**config.mk**
```make
export PLATFORM = sky130hd
export DESIGN_NAME = power_down_mode_control
export DESIGN_NICKNAME = d
export VERILOG_FILES = /design/src/design/pdm_pkg.sv /design/src/design/gate_if.sv /design/src/design/peripheral_gate.sv /design/src/design/power_down_mode_control.sv
export SDC_FILE = /design/constraint.sdc
export NUM_CORES = 1
export LEC_CHECK = 0
export BUFFER_PORTS_ARGS = -buffer_cell sky130_fd_sc_hd__buf_2
export CELL_PAD_IN_SITES_DETAIL_PLACEMENT = 2
export CELL_PAD_IN_SITES_GLOBAL_PLACEMENT = 2
export CORE_ASPECT_RATIO = 1.25
export CORE_MARGIN = 2
export CORE_UTILIZATION = 25
export CTS_CLUSTER_SIZE = 20
export DETAILED_ROUTE_END_ITERATION = 10
export PLACE_DENSITY = 0.71
export SETUP_SLACK_MARGIN = 0.05
export SLEW_MARGIN = 20
export SYNTH_ARGS = -nofsm -noshare
export SYNTH_HDL_FRONTEND = slang
export SYNTH_SLANG_ARGS = --single-unit
```
**constraint.sdc**
```tcl
create_clock -name ref_clk -period 2 [get_ports ref_clk]
set_input_delay 0.3 -clock ref_clk [delete_from_list [all_inputs] [get_ports ref_clk]]
set_output_delay 0.3 -clock ref_clk [all_outputs]
set_load 0.005 [all_outputs]
```
**src/design/pdm_pkg.sv**
```systemverilog
package pdm_pkg;
  typedef enum logic [2:0] {ACT_HS, ACT_MS, SUBACT, SLEEP_HS, SLEEP_MS, SUBSLEEP, WATCH, STANDBY} mode_t;

  // register byte offsets
  localparam logic [7:0] OFS_CTRL1 = 8'h00;
  localparam logic [7:0] OFS_CTRL2 = 8'h04;
  localparam logic [7:0] OFS_CLKSRC = 8'h08;
  localparam logic [7:0] OFS_STAT = 8'h0c;
  localparam logic [7:0] OFS_MASK = 8'h10;
  localparam logic [7:0] OFS_MODE = 8'h14;
  localparam logic [7:0] OFS_AEC = 8'h18;

  // control register 1 fields
  localparam int C1_STBY = 7;
  localparam int C1_LSW = 3;
  localparam int C1_RSV = 2;
  localparam int C1_DIV = 0;
  localparam logic [1:0] DIV_RESET = 2'h3;
  // control register 2 fields, bits 7..5 read as one
  localparam int C2_DTB = 3;
  localparam int C2_MSS = 2;
  localparam logic [7:0] C2_RSV = 8'he0;
  // clock source register: six 3-bit fields then the time-base select
  localparam int CS_C = 0;
  localparam int CS_GF = 3;
  localparam int CS_S1 = 6;
  localparam int CS_S2 = 9;
  localparam int CS_WDT = 12;
  localparam int CS_LCD = 15;
  localparam int CS_TMA = 18;
  localparam int CS_W = 19;

  // peripheral clock source codes
  localparam logic [2:0] SRC_SYS = 3'h0;
  localparam logic [2:0] SRC_EXT = 3'h1;
  localparam logic [2:0] SRC_SUB = 3'h2;
  localparam logic [2:0] SRC_SUB2 = 3'h3;
  localparam logic [2:0] SRC_SUB4 = 3'h4;
  localparam logic [2:0] SRC_SUB32 = 3'h5;

  // status layout: ext lines 4..0, wake pins 12..5, counter overflow 13
  localparam int ST_W = 14;
  localparam int ST_AEC = 13;
  localparam logic [4:0] EXT_KEEP_WS = 5'h01;
  localparam logic [7:0] DIV_MIN = 8'h10;

  function automatic logic watch_or_standby(input mode_t m);
    return (m == WATCH) || (m == STANDBY);
  endfunction

  function automatic logic on_subclock(input mode_t m);
    return (m == WATCH) || (m == SUBACT) || (m == SUBSLEEP);
  endfunction
endpackage

```
**src/design/gate_if.sv**
```systemverilog
`timescale 1ns/10ps
interface gate_if;
  pdm_pkg::mode_t mode;
  logic [pdm_pkg::CS_W-1:0] clkSrc;
  logic timerARun;
  logic timerCRun;
  logic timerGFRun;
  logic serialOneRun;
  logic serialTwoRun;
  logic serialReset;
  logic wdtRun;
  logic lcdRun;
  logic pwmAdcRun;
  modport ctl (output mode, output clkSrc, input timerARun, input timerCRun, input timerGFRun,
    input serialOneRun, input serialTwoRun, input serialReset, input wdtRun, input lcdRun, input pwmAdcRun);
  modport gate (input mode, input clkSrc, output timerARun, output timerCRun, output timerGFRun,
    output serialOneRun, output serialTwoRun, output serialReset, output wdtRun, output lcdRun, output pwmAdcRun);
endinterface

```
**src/design/peripheral_gate.sv**
```systemverilog
`timescale 1ns/10ps
module peripheral_gate (
  input wire logic ref_clk,
  input wire logic resetn,
  gate_if.gate g
);
  logic [2:0] srcC, srcGF, srcS1, srcS2, srcWdt, srcLcd;
  logic subMode, stby, ws;
  assign srcC = g.clkSrc[pdm_pkg::CS_C +: 3];
  assign srcGF = g.clkSrc[pdm_pkg::CS_GF +: 3];
  assign srcS1 = g.clkSrc[pdm_pkg::CS_S1 +: 3];
  assign srcS2 = g.clkSrc[pdm_pkg::CS_S2 +: 3];
  assign srcWdt = g.clkSrc[pdm_pkg::CS_WDT +: 3];
  assign srcLcd = g.clkSrc[pdm_pkg::CS_LCD +: 3];
  assign subMode = pdm_pkg::on_subclock(g.mode);
  assign stby = g.mode == pdm_pkg::STANDBY;
  assign ws = pdm_pkg::watch_or_standby(g.mode);

  always_ff @(posedge ref_clk) begin
    if (!resetn) begin
      g.timerARun <= 1'b1;
      g.timerCRun <= 1'b1;
      g.timerGFRun <= 1'b1;
      g.serialOneRun <= 1'b1;
      g.serialTwoRun <= 1'b1;
      g.serialReset <= 1'b0;
      g.wdtRun <= 1'b1;
      g.lcdRun <= 1'b1;
      g.pwmAdcRun <= 1'b1;
    end else begin
      g.timerARun <= !stby && (!subMode || g.clkSrc[pdm_pkg::CS_TMA]);
      g.timerCRun <= !ws && (!subMode || srcC == pdm_pkg::SRC_EXT || srcC == pdm_pkg::SRC_SUB4);
      g.timerGFRun <= !stby && (!subMode || srcGF == pdm_pkg::SRC_EXT || srcGF == pdm_pkg::SRC_SUB4);
      // subsleep treated like subactive for the serial units
      g.serialOneRun <= !ws && (!subMode || srcS1 == pdm_pkg::SRC_SUB2);
      g.serialTwoRun <= !ws && (!subMode || srcS2 == pdm_pkg::SRC_SUB2);
      g.serialReset <= ws;
      g.wdtRun <= (g.mode == pdm_pkg::SUBACT) ? srcWdt == pdm_pkg::SRC_SUB32 : !(ws || subMode);
      g.lcdRun <= !stby && (!subMode || srcLcd == pdm_pkg::SRC_SUB || srcLcd == pdm_pkg::SRC_SUB2
        || srcLcd == pdm_pkg::SRC_SUB4);
      g.pwmAdcRun <= !(ws || subMode);
    end
  end
endmodule

```
**src/design/power_down_mode_control.sv**
```systemverilog
// Added by the designer: the register offsets and the address-and-strobe port.
`timescale 1ns/10ps
module power_down_mode_control (
  input wire logic ref_clk,
  input wire logic resetn,
  input wire logic [7:0] regAddr,
  input wire logic [31:0] regWdata,
  input wire logic regWr,
  input wire logic regRd,
  output logic [31:0] regRdata,
  input wire logic sleepReq,
  input wire logic intAccept,
  input wire logic [4:0] extIntPin,
  input wire logic [7:0] wakeupPin,
  input wire logic aecPin,
  output logic irqOut,
  output logic [2:0] modeState,
  output logic cpuRun,
  output logic cpuOnSubclock,
  output logic sysOscEn,
  output logic subOscEn,
  output logic portHiZ,
  output logic mediumTick,
  output logic timerARun,
  output logic timerCRun,
  output logic timerGFRun,
  output logic serialOneRun,
  output logic serialTwoRun,
  output logic serialReset,
  output logic wdtRun,
  output logic lcdRun,
  output logic pwmAdcRun
);
  pdm_pkg::mode_t mode, next_mode, activeTarget;
  logic standbyBit, lowSpeedWake, directTransfer, mediumSpeedSel;
  logic [1:0] mediumDiv;
  logic [pdm_pkg::CS_W-1:0] clkSrc;
  logic [pdm_pkg::ST_W-1:0] status, mask, setVec, clrVec;
  logic [13:0] pinMeta, pinSync, pinPrev, pinRise;
  logic [7:0] aecCount, divCnt, divLast;
  logic [4:0] extOk;
  logic aecOvf, ws, statWr, wakeOk;

  gate_if gif();

  peripheral_gate u_gate (
    .ref_clk(ref_clk),
    .resetn(resetn),
    .g(gif.gate)
  );

  assign gif.mode = mode;
  assign gif.clkSrc = clkSrc;
  assign timerARun = gif.timerARun;
  assign timerCRun = gif.timerCRun;
  assign timerGFRun = gif.timerGFRun;
  assign serialOneRun = gif.serialOneRun;
  assign serialTwoRun = gif.serialTwoRun;
  assign serialReset = gif.serialReset;
  assign wdtRun = gif.wdtRun;
  assign lcdRun = gif.lcdRun;
  assign pwmAdcRun = gif.pwmAdcRun;
  assign modeState = mode;

  // pins are asynchronous: two stages before the edge detector
  always_ff @(posedge ref_clk) begin
    if (!resetn) begin
      pinMeta <= 14'h0000;
      pinSync <= 14'h0000;
      pinPrev <= 14'h0000;
    end else begin
      pinMeta <= {aecPin, wakeupPin, extIntPin};
      pinSync <= pinMeta;
      pinPrev <= pinSync;
    end
  end
  assign pinRise = pinSync & ~pinPrev;

  assign ws = pdm_pkg::watch_or_standby(mode);
  assign statWr = regWr && regAddr == pdm_pkg::OFS_STAT;

  // control registers
  always_ff @(posedge ref_clk) begin
    if (!resetn) begin
      standbyBit <= 1'b0;
      lowSpeedWake <= 1'b0;
      mediumDiv <= pdm_pkg::DIV_RESET;
      directTransfer <= 1'b0;
      mediumSpeedSel <= 1'b0;
      clkSrc <= '0;
      mask <= '0;
    end else if (regWr) begin
      case (regAddr)
        pdm_pkg::OFS_CTRL1: begin
          standbyBit <= regWdata[pdm_pkg::C1_STBY];
          lowSpeedWake <= regWdata[pdm_pkg::C1_LSW];
          mediumDiv <= regWdata[pdm_pkg::C1_DIV +: 2];
        end
        pdm_pkg::OFS_CTRL2: begin
          directTransfer <= regWdata[pdm_pkg::C2_DTB];
          mediumSpeedSel <= regWdata[pdm_pkg::C2_MSS];
        end
        pdm_pkg::OFS_CLKSRC: begin
          clkSrc <= regWdata[pdm_pkg::CS_W-1:0];
        end
        pdm_pkg::OFS_MASK: begin
          mask <= regWdata[pdm_pkg::ST_W-1:0];
        end
        default: begin
        end
      endcase
    end
  end

  // event counter keeps counting in every mode
  always_ff @(posedge ref_clk) begin
    if (!resetn) begin
      aecCount <= 8'h00;
    end else if (pinRise[13]) begin
      aecCount <= aecCount + 8'h01;
    end
  end
  assign aecOvf = pinRise[13] && aecCount == 8'hff;

  // sticky status; a set in the clearing cycle wins
  assign extOk = ws ? pdm_pkg::EXT_KEEP_WS : 5'h1f;
  assign setVec = {aecOvf && !ws, pinRise[12:5], pinRise[4:0] & extOk};
  assign clrVec = statWr ? regWdata[pdm_pkg::ST_W-1:0] : '0;

  always_ff @(posedge ref_clk) begin
    if (!resetn) begin
      status <= '0;
      irqOut <= 1'b0;
    end else begin
      status <= (status & ~clrVec) | setVec;
      irqOut <= |(status & mask);
    end
  end

  // wake only on an accepted, pending interrupt, never on the raw request
  assign wakeOk = intAccept && irqOut;
  assign activeTarget = mediumSpeedSel ? pdm_pkg::ACT_MS : pdm_pkg::ACT_HS;

  always_comb begin
    next_mode = mode;
    case (mode)
      pdm_pkg::ACT_HS, pdm_pkg::ACT_MS: begin
        if (sleepReq) begin
          if (!directTransfer) begin
            if (!standbyBit) begin
              next_mode = mediumSpeedSel ? pdm_pkg::SLEEP_MS : pdm_pkg::SLEEP_HS;
            end else begin
              next_mode = directTransfer ? mode : (pdm_pkg::STANDBY);
              if (clkSrc[pdm_pkg::CS_TMA]) begin
                next_mode = pdm_pkg::WATCH;
              end
            end
          end else if (!standbyBit) begin
            next_mode = activeTarget;
          end else if (clkSrc[pdm_pkg::CS_TMA]) begin
            next_mode = lowSpeedWake ? pdm_pkg::SUBACT : activeTarget;
          end else begin
            next_mode = pdm_pkg::STANDBY;
          end
        end
      end
      pdm_pkg::SUBACT: begin
        if (sleepReq) begin
          if (directTransfer && standbyBit && clkSrc[pdm_pkg::CS_TMA] && !lowSpeedWake) begin
            next_mode = activeTarget;
          end else begin
            next_mode = standbyBit ? pdm_pkg::WATCH : pdm_pkg::SUBSLEEP;
          end
        end
      end
      pdm_pkg::SLEEP_HS: begin
        if (wakeOk) next_mode = pdm_pkg::ACT_HS;
      end
      pdm_pkg::SLEEP_MS: begin
        if (wakeOk) next_mode = pdm_pkg::ACT_MS;
      end
      pdm_pkg::SUBSLEEP: begin
        if (wakeOk) next_mode = pdm_pkg::SUBACT;
      end
      pdm_pkg::WATCH: begin
        if (wakeOk) next_mode = lowSpeedWake ? pdm_pkg::SUBACT : activeTarget;
      end
      pdm_pkg::STANDBY: begin
        if (wakeOk) next_mode = activeTarget;
      end
      default: begin
        next_mode = pdm_pkg::ACT_HS;
      end
    endcase
  end

  // mode and the cpu, oscillator and port outputs move on the same edge; the peripheral run outputs follow one edge later
  always_ff @(posedge ref_clk) begin
    if (!resetn) begin
      mode <= pdm_pkg::ACT_HS;
      cpuRun <= 1'b1;
      cpuOnSubclock <= 1'b0;
      sysOscEn <= 1'b1;
      subOscEn <= 1'b1;
      portHiZ <= 1'b0;
    end else begin
      mode <= next_mode;
      cpuRun <= next_mode == pdm_pkg::ACT_HS || next_mode == pdm_pkg::ACT_MS || next_mode == pdm_pkg::SUBACT;
      cpuOnSubclock <= pdm_pkg::on_subclock(next_mode);
      sysOscEn <= !(pdm_pkg::on_subclock(next_mode) || next_mode == pdm_pkg::STANDBY);
      subOscEn <= 1'b1;
      portHiZ <= next_mode == pdm_pkg::STANDBY;
    end
  end

  // medium-speed clock enable from the oscillator prescaler
  assign divLast = (pdm_pkg::DIV_MIN << mediumDiv) - 8'h01;

  always_ff @(posedge ref_clk) begin
    if (!resetn) begin
      divCnt <= 8'h00;
      mediumTick <= 1'b0;
    end else if (mode == pdm_pkg::ACT_MS || mode == pdm_pkg::SLEEP_MS) begin
      mediumTick <= divCnt == divLast;
      divCnt <= (divCnt == divLast) ? 8'h00 : divCnt + 8'h01;
    end else begin
      divCnt <= 8'h00;
      mediumTick <= 1'b0;
    end
  end

  // read data valid only in the cycle after the strobe
  always_ff @(posedge ref_clk) begin
    if (!resetn) begin
      regRdata <= 32'h00000000;
    end else if (regRd) begin
      case (regAddr)
        pdm_pkg::OFS_CTRL1: regRdata <= 32'({standbyBit, 3'h0, lowSpeedWake, 1'b1, mediumDiv});
        pdm_pkg::OFS_CTRL2: regRdata <= 32'(pdm_pkg::C2_RSV | 8'({directTransfer, mediumSpeedSel, 2'h0}));
        pdm_pkg::OFS_CLKSRC: regRdata <= 32'(clkSrc);
        pdm_pkg::OFS_STAT: regRdata <= 32'(status);
        pdm_pkg::OFS_MASK: regRdata <= 32'(mask);
        pdm_pkg::OFS_MODE: regRdata <= 32'(mode);
        pdm_pkg::OFS_AEC: regRdata <= 32'(aecCount);
        default: regRdata <= 32'h00000000;
      endcase
    end else begin
      regRdata <= 32'h00000000;
    end
  end
endmodule

```
==> impl_metrics.py <==
metrics = {
    "logic_synthesis": {
        "async_reset_ff_share_pct": 0,
        "avgSynthCellArea_um2": 9.25,
        "synth-edff-count": 0,
        "ys_seq_elements": 148,
        "yosysUniqueCellTypes": 58,
        "synth_cells": 639,
        "synth_area_um2": 5910,
        "synth_seq_area_share_pct": 50.1,
        "yosys_warnings": 0,
        "synthFlopType": "dfxtp_1",
    },
    "sta": {
        "drv_slew": 0,
        "finalWorstPathRequiredPeriod_ps": 1810,
        "fin_skew_ps": 7.92,
        "fmax_mhz": 552,
        "rsz0062_at_grt": "no",
        "period_share_pct": 90.5,
        "setup_violations": 0,
        "final-hold-violation-count": 0,
        "postLayoutSetupSlackWorst_ps": 189,
        "tns_ps": 0,
    },
    "clocking": {
        "cts_made_buffers": 17,
        "cts.sinks": 148,
        "cts_tree": "built",
        "clk-insertion-delay-late_ps": 430,
        "clock-root-buffer": "clkbuf_16",
        "clk_pin_slew_worst_paths_ps": 70,
        "holdBufCountCts": 0,
        "htreeDepth": 4,
        "cts_buffer_depth": 2,
    },
    "worst_setup_path": {
        "path_max_fanout": 9,
        "rr_endpoint": "sysOscEn",
        "reg2reg_from": "modeState[2]",
        "start_kind": "flop",
        "r2r_slack_ps": 190,
        "critPathKind": "flop to flop",
        "crit_arrival_ps": 2120,
        "r2r_cells": 6,
        "end_kind": "flop",
        "worstPathRequired_ps": 2310,
    },
    "floorplan": {
        "fp.dieW_um": 142,
        "start_util_pct": 25.6,
        "rows": 62,
        "core_region_area_um2": 23100,
        "dieArea_um2": 24900,
        "die_height_um": 176,
        "io_pins": 111,
    },
    "grt": {
        "grt_max_degree": 70,
        "grt_pass1_vias": 5063,
        "grt-ovfl-total": 0,
        "grt_antenna_before_repair": 0,
        "grt_usage_pct": 14.8,
        "grt_pass1_wl_um": 28000,
    },
    "drt": {
        "drt_iter0_markers": 136,
        "ant_nets": 0,
        "dr_total_vias": 4744,
        "routed_wirelength_um": 17800,
        "post_drt_wl_per_cell_um": 17.2,
        "via_per_inst": 4.59,
        "first_pass_iters": 4,
        "drc_errors": 0,
    },
    "cells_and_area": {
        "multi_input_area_um2": 2670,
        "final_area_um2": 7270,
        "fill_cells": 2644,
        "seqCellArea_um2": 2960,
        "antenna_cells": 0,
        "drive_gt1_share_pct": 21.2,
        "layout_commonest_cell": "dfxtp_1",
        "area_growth_pct": 23.1,
        "final_cell_mix": "dfxtp_1, nand2_1, buf_2",
        "nets": 794,
    },
    "placement": {
        "postPlaceCellArea_um2": 6680,
        "post-place-ws_ps": 129,
        "finalWeightedCongestion": 0.836,
        "dp_hpwl_um": 13100,
        "portBuffers": 83,
    },
    "run": {
        "maxCapViolCount": 0,
    },
    "power_and_ir_drop": {
        "ir_drop_mv": 0.584,
        "p_leak_nw": 2.83,
        "powerDensity_nw_per_um2": 929,
    },
    "hold_path": {
        "hold_class": "primary input to flop",
        "hold_path_depth": 2,
        "hold_path.startpoint": "wakeupPin[3]",
        "hold_end": "pinMeta[8]",
    },
    "status": {
        "status": "completed",
    },
}
==> critical path, cell delays in order (launching register included) <==
cell and delay [ps]:
dfxtp_1 550, and4b_1 250, a21oi_1 50, o221a_2 250
a21oi_1 320, mux2_2 230, nand2_1 50
==> kinds of logic (layout without fill, tap and decap cells) <==
family / count (synthesis) / after routing / share of synthesized area [%]
compound gates: 138 / 138 / 16.6
xor+xnor: 13 / 13 / 1.93
fa+ha+maj: 2 / 2 / 0.423
buf+inv: 59 / 153 / 5.51
flops: 148 / 148 / 50.1
mux: 17 / 17 / 3.37
other cells: 2 / 14 / 0.127
simple gates: 260 / 260 / 21.9
==> cell type report <==
class	count	share of cell area [%]
sequential	148	40.8
multi-input combinational	444	36.7
timing repair buffer	111	8.95
clock buffer	18	6.04
tap	288	4.95
clock inverter	14	2.12
inverter	10	0.516
==> flip-flops by register name (all words and copies together), names as in the netlist, 2 cells and up <==
| signal | cells |
|---|---|
| aecCount | 8 |
| clkSrc | 19 |
| divCnt | 8 |
| mask | 14 |
| mediumDiv | 2 |
| modeState | 3 |
| pinMeta | 14 |
| pinPrev | 14 |
| pinSync | 14 |
| regRdata | 19 |
| status | 14 |
==> what timing repair did <==
action | in CTS | in global routing
buffers inserted | 0 | 0
setup endpoints to repair | 0 | 3
gates resized for setup | 0 | 2
==> per-stage QoR <==
| stage | power, W | std cells | utilization (%) | hold WS [ps] |
|---|---|---|---|---|
| finish | 0.00676 | 1033 | 31.5 | 75.3 |
| global route | 0.00705 | 1033 | 31.5 | 64.9 |
| CTS | 0.00686 | 1033 | 31.4 | 59.1 |
| detailed placement | 0.00362 | 1001 | 28.9 | 422 |
| global placement | 0.00361 | 1001 | 28.9 | 416 |
| floorplan | 0.00342 | 651 | - | 412 |
==> where the power goes <==
part | leakage (nW) | internal, W | switching, W
combinational | 1.35 | 0.000205 | 0.000243
sequential | 1.20 | 0.00304 | 0.0000587
clock | 0.271 | 0.00188 | 0.00133
==> worst max-delay path by stage <==
stage	startpoint	end	slack, ps
2_1_floorplan	regAddr[1]	status[4]	430
3_3_place_gp	regAddr[3]	clkSrc[17]	160
3_5_place_dp	modeState[1]	sysOscEn	130
4_1_cts	modeState[1]	sysOscEn	100
5_1_grt	modeState[2]	sysOscEn	80
6_report	modeState[2]	sysOscEn	190
==> Yosys cell counts, types with 5 or more instances <==
cell type  count  area [um^2]
a21boi_0      42          315
a21oi_1       22          110
a22o_1         7         61.3
a22oi_1       14          105
and2_1        55          344
buf_2          7         35.0
buf_4         20          150
clkbuf_1      16         60.1
dfxtp_1      148         2960
inv_1         10         37.5
mux2i_1       12          120
nand2_1       89          334
nand3_1       15         75.1
nor2_1        51          191
nor2b_1       20          125
o21a_1        11         82.6
o21ai_0       12         60.1
xnor2_1        8         70.1
xor2_1         5         43.8
==> routing by layer <==
| metal | GRT usage [%] | wire length (um) | part of all wire [%] | vias to the layer above |
|---|---|---|---|---|
| li1 | - | - | - | 2328 |
| met1 | 16.1 | 7390 | 42 | 2307 |
| met2 | 28.1 | 9580 | 54 | 86 |
| met3 | 3.14 | 527 | 3.0 | 23 |
| met4 | 4.71 | 304 | 1.7 | 0 |
| met5 | 0 | 0 | 0 | - |
(Power assumes the default switching activity.)
